[src/inc/tss_consts.svh]
// Purpose: Shared constants of the time-slot switch
// Assumes: One internal cycle per rising master clock edge
// Notes: Definitions only
`ifndef TSS_CONSTS_SVH
`define TSS_CONSTS_SVH
`define TSS_LINKS 4
`define TSS_CM_DEPTH 128
`define TSS_IN_PRESET 9'h000
`define TSS_TB_DIFF 9'h020
`define TSS_OUT_PRESET 9'h020
`define TSS_CM_IDLE 9'h1ff
`define TSS_SEL_BIT 8
`define TSS_OP_CONNECT 4'h1
`define TSS_OP_DISC 4'h2
`define TSS_OP_INSERT 4'h3
`define TSS_OP_SAMPLE 4'h4
`define TSS_OP_CTRL 4'h5
`define TSS_FIFO_DEPTH 8
`define TSS_FIFO_W 9
`define TSS_PH_WR_FIRST 4'h1
`define TSS_PH_WR_LAST 4'h4
`define TSS_PH_BUSY_END 4'h8
`endif

[src/inc/tss_pkg.sv]
// Purpose: Types of the time-slot switch
// Assumes: tss_consts.svh on the include path
// Notes: Types only
`include "tss_consts.svh"
package tss_pkg;
   // Executor states, Gray along idle, run, done
   typedef enum logic [1:0] {EX_IDLE = 2'h0, EX_RUN = 2'h1, EX_DONE = 2'h3} tss_ex_t;
   // Pins as seen after each synchroniser stage
   typedef struct packed {
      logic [`TSS_LINKS-1:0] pcm_in;
      logic [7:0] bus;
      logic cs_a_n;
      logic cs_b_n;
      logic cmd_sel;
      logic wr_n;
      logic rd_n;
      logic sync_n;
   } tss_pins_t;
   // Whole state of the switch top
   typedef struct packed {
      tss_pins_t m1;
      tss_pins_t m2;
      tss_pins_t m3;
      logic [8:0] in_cnt;
      logic [8:0] out_cnt;
      logic [3:0][7:0] sh_in;
      logic [3:0][7:0] hold;
      logic [3:0][7:0] nxt_out;
      logic [3:0][7:0] sh_out;
      logic [3:0] pout;
      logic [3:0] poe;
      logic [3:0][4:0] stack;
      logic [1:0] wp;
      logic [3:0] op;
      tss_ex_t ex;
      logic [7:0] or1;
      logic [7:0] or2;
      logic dav;
      logic [7:0] bus_out;
      logic bus_oe;
      logic init;
      logic [6:0] init_idx;
   } tss_state_t;
endpackage

[src/rtl/tss_switch.sv]
// Purpose: PCM time-slot switch with processor port
// Assumes: Pins are asynchronous to i_mclk
// Notes: Function
// Function
// RQ1: Two timebases, preset on frame sync
// RQ2: Input base lags, output base leads
// RQ3: Slot start writes each link byte
// RQ4: Entry holds store address or literal
// RQ5: Ninth bit picks literal over stored
// RQ6: Output base scans, leaves spare cycles
// RQ7: First readback shows memory contents
// RQ8: Second readback shows opcode plus status
// RQ9: Four operand stack, separate opcode register
// RQ10: Sample result ready five to fourteen clocks
// RQ11: Data available low two clocks maximum
// RQ12: Processor memory access only in spares
// RQ13: Select line picks operand/opcode, readback
// RQ14: Reset fills connections ones, releases pins
// RQ15: Timebases differ by thirty-two cycles
// RQ16: Links carry sign bit first, MSB
`timescale 1ns/1ps
`include "tss_consts.svh"

module tss_fifo #(
   parameter int W = `TSS_FIFO_W,
   parameter int D = `TSS_FIFO_DEPTH,
   parameter int AW = $clog2(D)
) (
   input wire logic i_mclk,
   input wire logic i_rstn,
   input wire logic i_valid,
   input wire logic [W-1:0] i_data,
   output logic o_ready,
   output logic o_valid,
   output logic [W-1:0] o_data,
   input wire logic i_ready
);
   // Pointers and fill level
   typedef struct packed {
      logic [AW:0] cnt;
      logic [AW-1:0] rp;
      logic [AW-1:0] wp;
      logic rdy;
   } tss_fifo_st_t;
   tss_fifo_st_t f, f_nxt;
   logic [W-1:0] mem [D];
   logic push, pop;

   assign o_ready = f.rdy;
   assign o_valid = (f.cnt != '0);
   assign o_data = mem[f.rp];

   // Pointer update; ready registered so full never lets a word in
   always_comb begin
      f_nxt = f;
      push = i_valid && f.rdy;
      pop = o_valid && i_ready;
      if (push) begin
         f_nxt.wp = f.wp + 1'b1;
      end
      if (pop) begin
         f_nxt.rp = f.rp + 1'b1;
      end
      f_nxt.cnt = f.cnt + (AW+1)'(push) - (AW+1)'(pop);
      f_nxt.rdy = (f_nxt.cnt != (AW+1)'(D));
   end

   // State register
   always_ff @(posedge i_mclk or negedge i_rstn) begin
      if (!i_rstn) begin
         f <= '0;
         f.rdy <= 1'b1;
      end else begin
         f <= f_nxt;
      end
   end

   // Storage, no reset needed
   always_ff @(posedge i_mclk) begin
      if (push) begin
         mem[f.wp] <= i_data;
      end
   end
endmodule

module tss_switch (
   input wire logic i_mclk,
   input wire logic i_rstn,
   input wire logic i_sync_n,
   input wire logic [`TSS_LINKS-1:0] i_pcm_in,
   output logic [`TSS_LINKS-1:0] o_pcm_out,
   output logic [`TSS_LINKS-1:0] o_pcm_oe,
   input wire logic [7:0] i_bus,
   output logic [7:0] o_bus,
   output logic o_bus_oe,
   input wire logic i_cmd_sel,
   input wire logic i_chip_select_a_n,
   input wire logic i_chip_select_b_n,
   input wire logic i_wr_n,
   input wire logic i_rd_n,
   output logic o_data_available,
   output logic o_cmd_ready
);
   tss_pkg::tss_state_t st, st_nxt; // Whole state
   tss_pkg::tss_pins_t pins; // Raw pins
   logic [8:0] cm_mem [`TSS_CM_DEPTH]; // Connection store
   logic [7:0] sm_mem [`TSS_CM_DEPTH]; // Speech store
   logic cm_we, sm_we, f_push, f_pop, f_valid;
   logic [6:0] cm_addr, sm_waddr, sm_raddr;
   logic [8:0] cm_wd, cm_rd, f_data;
   logic [7:0] sm_wd, sm_rd;
   logic [3:0] iph, oph;
   logic [1:0] k;

   // PCM slots own the store on odd phases of the first half slot
   function automatic logic cm_busy(input logic [3:0] ph);
      return ph[0] && (ph < `TSS_PH_BUSY_END);
   endfunction

   // Chip selected: both selects low
   function automatic logic sel_ok(input tss_pkg::tss_pins_t p);
      return !p.cs_a_n && !p.cs_b_n;
   endfunction

   assign pins = '{pcm_in: i_pcm_in, bus: i_bus, cs_a_n: i_chip_select_a_n,
                   cs_b_n: i_chip_select_b_n, cmd_sel: i_cmd_sel, wr_n: i_wr_n,
                   rd_n: i_rd_n, sync_n: i_sync_n};
   assign cm_rd = cm_mem[cm_addr];
   assign sm_rd = sm_mem[sm_raddr];
   assign o_pcm_out = st.pout;
   assign o_pcm_oe = st.poe;
   assign o_bus = st.bus_out;
   assign o_bus_oe = st.bus_oe;
   assign o_data_available = st.dav;

   // Processor bytes queue here; executor drains only when idle
   tss_fifo #(.W(`TSS_FIFO_W), .D(`TSS_FIFO_DEPTH)) u_fifo (
      .i_mclk(i_mclk),
      .i_rstn(i_rstn),
      .i_valid(f_push),
      .i_data({st.m3.cmd_sel, st.m3.bus}),
      .o_ready(o_cmd_ready),
      .o_valid(f_valid),
      .o_data(f_data),
      .i_ready(f_pop)
   );

   // Next-state logic of the whole switch
   always_comb begin
      st_nxt = st;
      cm_we = 1'b0;
      cm_addr = '0;
      cm_wd = `TSS_CM_IDLE;
      sm_we = 1'b0;
      sm_waddr = '0;
      sm_wd = '0;
      sm_raddr = '0;
      f_pop = 1'b0;
      k = '0;
      // Two-stage synchronisers, third stage for edges
      st_nxt.m1 = pins;
      st_nxt.m2 = st.m1;
      st_nxt.m3 = st.m2;
      // Both timebases count every internal cycle
      st_nxt.in_cnt = st.in_cnt + 9'h001; // RQ1
      st_nxt.out_cnt = st.out_cnt + 9'h001; // RQ1
      if (st.m3.sync_n && !st.m2.sync_n) begin
         st_nxt.in_cnt = `TSS_IN_PRESET; // RQ1 RQ2
         st_nxt.out_cnt = `TSS_OUT_PRESET; // RQ15
      end
      iph = st.in_cnt[3:0];
      oph = st.out_cnt[3:0];
      // Sample in mid-bit, first bit lands in MSB
      if (iph[0]) begin
         for (int i = 0; i < `TSS_LINKS; i++) begin
            st_nxt.sh_in[i] = {st.sh_in[i][6:0], st.m2.pcm_in[i]}; // RQ16
         end
      end
      // Slot start: freeze bytes, then one link per cycle
      if (iph == 4'h0) begin
         st_nxt.hold = st.sh_in;
      end
      if (iph >= `TSS_PH_WR_FIRST && iph <= `TSS_PH_WR_LAST) begin
         k = 2'(iph - `TSS_PH_WR_FIRST);
         sm_we = 1'b1; // RQ3
         sm_waddr = {k, st.in_cnt[8:4] - 5'h01}; // RQ3
         sm_wd = st.hold[k];
      end
      // Output scan: one pin per busy phase
      if (cm_busy(oph)) begin
         k = oph[2:1];
         cm_addr = {k, st.out_cnt[8:4]}; // RQ6
         sm_raddr = cm_rd[6:0]; // RQ4
         st_nxt.nxt_out[k] = cm_rd[`TSS_SEL_BIT] ? cm_rd[7:0] : sm_rd; // RQ5
      end
      // Serialiser: load at slot start, shift each bit time
      if (oph == 4'h0) begin
         st_nxt.sh_out = st.nxt_out;
      end else if (!oph[0]) begin
         for (int i = 0; i < `TSS_LINKS; i++) begin
            st_nxt.sh_out[i] = {st.sh_out[i][6:0], 1'b1}; // RQ16
         end
      end
      for (int i = 0; i < `TSS_LINKS; i++) begin
         st_nxt.pout[i] = st_nxt.sh_out[i][7];
         st_nxt.poe[i] = !st_nxt.sh_out[i][7] && !st.init; // RQ14
      end
      // Write strobe end; both strobes low protects inputs
      f_push = st.m3.sync_n && !st.m3.wr_n && st.m2.wr_n && st.m3.rd_n
               && sel_ok(st.m3) && !st.init; // RQ13
      // Read drive; a clash of strobes floats the bus
      st_nxt.bus_oe = !st.m2.rd_n && st.m2.wr_n && sel_ok(st.m2) && !st.init;
      st_nxt.bus_out = st.m2.cmd_sel ? st.or2 : st.or1; // RQ13
      // Executor
      unique case (st.ex)
         tss_pkg::EX_IDLE: begin
            f_pop = f_valid && !st.init;
            if (f_pop && f_data[8]) begin
               st_nxt.op = f_data[3:0]; // RQ9
               st_nxt.wp = '0;
               st_nxt.ex = tss_pkg::EX_RUN;
            end else if (f_pop) begin
               st_nxt.stack[st.wp] = f_data[4:0]; // RQ9
               st_nxt.wp = st.wp + 2'h1;
            end
         end
         tss_pkg::EX_RUN: begin
            // Waits out PCM phases so no scheduled access is lost
            if (!cm_busy(oph)) begin // RQ12
               if (st.op == `TSS_OP_CONNECT || st.op == `TSS_OP_INSERT) begin
                  cm_addr = {st.stack[2][1:0], st.stack[3]};
               end else begin
                  cm_addr = {st.stack[0][1:0], st.stack[1]};
               end
               sm_raddr = cm_rd[6:0];
               st_nxt.or2 = {st.stack[0][2:0], cm_rd[`TSS_SEL_BIT], st.op}; // RQ8
               st_nxt.or1 = cm_rd[7:0]; // RQ7
               st_nxt.ex = tss_pkg::EX_DONE;
               unique case (st.op)
                  `TSS_OP_CONNECT, `TSS_OP_INSERT: begin
                     cm_we = 1'b1;
                     cm_wd = {st.op == `TSS_OP_INSERT, st.stack[0][2:0], st.stack[1]};
                     st_nxt.or1 = cm_wd[7:0]; // RQ7
                     st_nxt.or2 = {st.stack[2][2:0], cm_wd[`TSS_SEL_BIT], st.op};
                  end
                  `TSS_OP_DISC: begin
                     cm_we = 1'b1;
                     st_nxt.or1 = cm_wd[7:0];
                     st_nxt.or2 = {st.stack[0][2:0], cm_wd[`TSS_SEL_BIT], st.op};
                  end
                  `TSS_OP_SAMPLE: begin
                     st_nxt.or1 = cm_rd[`TSS_SEL_BIT] ? cm_rd[7:0] : sm_rd; // RQ7
                     st_nxt.dav = 1'b0; // RQ11
                  end
                  `TSS_OP_CTRL: begin
                     st_nxt.dav = 1'b0; // RQ11
                  end
                  default: begin
                     cm_we = 1'b0;
                  end
               endcase
            end
         end
         tss_pkg::EX_DONE: begin
            st_nxt.dav = 1'b1; // RQ10 RQ11
            st_nxt.ex = tss_pkg::EX_IDLE;
         end
         default: begin
            st_nxt.ex = tss_pkg::EX_IDLE;
         end
      endcase
      // Start-up fill beats every other store user
      if (st.init) begin
         cm_we = 1'b1;
         cm_addr = st.init_idx;
         cm_wd = `TSS_CM_IDLE; // RQ14
         st_nxt.init_idx = st.init_idx + 7'h01;
         st_nxt.init = (st.init_idx != 7'h7f);
      end
   end

   // State register; pins idle high through reset
   always_ff @(posedge i_mclk or negedge i_rstn) begin
      if (!i_rstn) begin
         st <= '0;
         st.m1 <= '1;
         st.m2 <= '1;
         st.m3 <= '1;
         st.in_cnt <= `TSS_IN_PRESET;
         st.out_cnt <= `TSS_OUT_PRESET; // RQ15
         st.nxt_out <= '1;
         st.sh_out <= '1;
         st.pout <= '1;
         st.init <= 1'b1; // RQ14
         st.dav <= 1'b1;
      end else begin
         st <= st_nxt;
      end
   end

   // Store write ports
   always_ff @(posedge i_mclk) begin
      if (cm_we) begin
         cm_mem[cm_addr] <= cm_wd;
      end
      if (sm_we) begin
         sm_mem[sm_waddr] <= sm_wd;
      end
   end
endmodule

[config.mk]
export PLATFORM = sky130hd
export DESIGN_NAME = tss_switch
export DESIGN_NICKNAME = d
export VERILOG_FILES = /design/src/inc/tss_pkg.sv /design/src/rtl/tss_switch.sv
export VERILOG_INCLUDE_DIRS = /design/src /design/src/inc
export SDC_FILE = /design/constraint.sdc
export NUM_CORES = 2
export LEC_CHECK = 0
export BUFFER_PORTS_ARGS = -buffer_cell sky130_fd_sc_hd__buf_2
export CELL_PAD_IN_SITES_DETAIL_PLACEMENT = 0
export CELL_PAD_IN_SITES_GLOBAL_PLACEMENT = 2
export CORE_AREA = 2 2 584 586
export CTS_CLUSTER_SIZE = 10
export DETAILED_ROUTE_END_ITERATION = 12
export DIE_AREA = 0 0 586 588
export PLACE_DENSITY = 0.67
export SLEW_MARGIN = 40
export SYNTH_ARGS = -nofsm -noshare
export SYNTH_HDL_FRONTEND = slang
export SYNTH_SLANG_ARGS = --single-unit
[constraint.sdc]
create_clock -name i_mclk -period 9.3 [get_ports i_mclk]
set_input_delay 1.86 -clock i_mclk [delete_from_list [all_inputs] [get_ports i_mclk]]
set_output_delay 1.86 -clock i_mclk [all_outputs]
set_load 0.005 [all_outputs]
==> out/metrics.csv <==
metric,value,unit
CTS Hold Bufs,0,
Port Buffer Count,35,
clk_skew,0.07608,ns
layout cells sized above 1,0.1765,
Multi-input gate area,26060,sq um
cts bufs inserted,294,
CTS resizes,0,
FMAX,122.3,MHz
post-synthesis cell type count,113,
# rows,214,
Longest Clk Path Bufs,4,
clock slew at reported path FFs,0.06,ns
Sum Neg Setup Slack,0,ns
max_slew headroom,0.3473,
reg2reg start,oph[3],
max cap viols,0,
number of fill cells,32610,
flip-flop and latch area,73430,sq um
met2 Track Usage GR,0.2912,
via count,63120,
Die Area,344600,sq um
final setup fails,0,
Sink Count,2484,
fin crit period,8.180,ns
Core Region,338400,sq um
largest net degree at the start of global routing,96,
syn_nets,7140,
"EDFF count, synth",2224,
dpl ws,1.303,ns
Initial Util,0.2989,
final period utilization,0.8795,
Cells after Synth,7099,
Tot GR Track Use,0.1882,
CP startpoint kind,flip-flop,
met1 usage,0.2707,
RSZ-0062 raised after global routing,no,
Post-DP Area,108500,sq um
final WL,332.5,mm
Worst-Margin Slew,0.9701,ns
drt drc,0,
Yosys reg bits,2484,
global-route wire length before repair,469.7,mm
Worst EP arrival,8.94,ns
Yosys top cell by area,edfxtp_1,
share of synthesized registers carrying an async set or reset,0.1047,
YS warnings,0,
final instance area,116800,sq um
nets,7317,
Worst EP required,10.06,ns
most frequent cell after synthesis,edfxtp_1,
synth-to-layout area growth,15.42,%
Power Density,400.6,nW/um^2
H-tree depth,5,
die width,586,um
"top cells by area, synth","edfxtp_1, nand2_1, mux2i_1",
1st-iter DRT viols,7171,
final hold violations,0,
Clock Latency Late Sink,0.89,ns
syn avg cell area,14.25,sq um
post-DR wirelength/cell,27.90,um
"Setup Fix Bufs, Post-CTS",0,
top cell type's share of synthesized area,0.6601,
Crit Path Category,flip-flop to flip-flop,
CTS Root Cell,clkbuf_16,
GRT overflow,0,
sequential element share of the synthesized area,0.7257,
CTS tree,yes,
IO Count,39,
Vias per Instance,5.297,
initial antenna violation count,16,
vias in the first global route,61260,
Routed Antenna Nets,0,
crit-path max FO,41,
Post-Syn Area,101200,sq um
worst setup slack after layout,1.120,ns
Pre-antenna DRT Iters,6,
Die H,588,um
routability cong.,0.8775,
Worst Setup End Kind,flip-flop,
met3 global-route usage,0.02890,
HPWL Detailed,207.7,mm
Final Max Tran Viols,0,
Crit. Startpoint,oph[3],
busiest grt layer,met2,
hold crit path type,flip-flop to flip-flop,
status,"finished, final reports clean",
hold_sp,st[252],
Pleak,38.96,nW
most frequent cells after synthesis,"edfxtp_1, nand2_1, nor2_1",
Synth Flop Type,edfxtp_1,
peak supply drop,0.5394,mV
[critical path, cell delays in order, from the launching register on]
cell,delay [ns]
dfrtp_1,0.50
nand2b_1,0.44
nand3_1,0.63
buf_4,0.41
o21ai_4,0.39
buf_12,0.35
nand4_1,0.68
a221oi_1,0.68
nor3_1,0.14
a31oi_1,0.51
or3_1,0.22
or2_1,0.46
buf_4,0.29
nand2_1,0.17
nor4_1,0.66
buf_4,0.22
a32oi_1,0.06
buf_4,0.18
o211ai_1,0.37
o22ai_2,0.14
buf_4,0.21
mux2_2,0.26
[layout by cell type (no fill, tap or decap), types with 57 or more instances in the layout]
cell type,instances
edfxtp_1,2224
nand2_1,1195
mux2i_1,399
nand3_1,346
clkbuf_16,301
a21oi_1,265
buf_4,249
nor2_2,213
nor2_1,195
mux2_2,160
dfrtp_1,148
o21ai_0,143
dfstp_2,109
o22ai_1,80
a22oi_1,78
clkbuf_1,73
a31oi_1,71
a221oi_1,67
nor3_1,65
and3_1,57
[state kept, by name, summed over array words and instances (netlist names)]
register          flops
o_pcm_oe              4
o_data_available      1
o_bus_oe              1
sm_mem             1024
iph                   4
st                  224
oph                   4
u_fifo.mem           48
o_pcm_out             3
o_bus                 8
u_fifo.o_ready        1
cm_mem             1152
u_fifo.f             10
[cell families after synthesis]
logic type / after synthesis / share of synthesized area
compound gates: 1116 / 0.07624
xor+xnor: 24 / 0.002078
fa+ha+maj: 21 / 0.002671
buf+inv: 522 / 0.02672
flops: 2484 / 0.7257
mux: 597 / 0.06542
simple gates: 2335 / 0.1011
[final timing paths]
path                            endpoint  slack, ns  cells after the start
worst max-delay path             st[112]       1.12                     21
worst min-delay path             st[234]       0.35                      0
worst max register to register   st[112]       1.12                     21
worst min register to register   st[234]       0.35                      0
max in group asynchronous          st[7]       6.94                      4
min in group asynchronous       o_bus[6]       0.93                      1
[area by class of cell]
cell class | instances | area share
flip-flops and latches | 2484 | 0.6288
multi-input cells | 4093 | 0.2232
clock buffers | 376 | 0.06709
well taps | 4536 | 0.04860
repair buffers | 353 | 0.02860
clock inverters | 21 | 0.002036
inverters | 50 | 0.001607
diodes | 4 | 0.00008572
[per-layer routing]
layer  up-vias  share of wire
met1     32810           0.44
met3       524          0.073
met2      2587           0.45
met5         -        0.00035
li1      27190              -
met4         6          0.032
[through the flow]
stage	instances	power [mW]	util	hold slack [ns]
after floorplan	7099	25.95	-	0.3452
after detailed placement	11510	36.43	0.3205	0.3468
after global placement	11500	36.16	0.3183	0.3459
final	11920	46.78	0.3450	0.3529
after CTS	11910	46.73	0.3444	0.3533
after global routing	11910	48.32	0.3450	0.3565
[power by group]
| part | internal, mW | total (mW) | switching, mW | leakage [nW] |
|---|---|---|---|---|
| Combinational | 6.36 | 21.9 | 15.6 | 11.6 |
| Clock | 5.88 | 10.3 | 4.38 | 3.91 |
| Sequential | 14.2 | 14.6 | 0.367 | 23.5 |
| Total | 26.5 | 46.8 | 20.3 | 39.0 |
No activity file was read; power rests on OpenSTA's default activity.
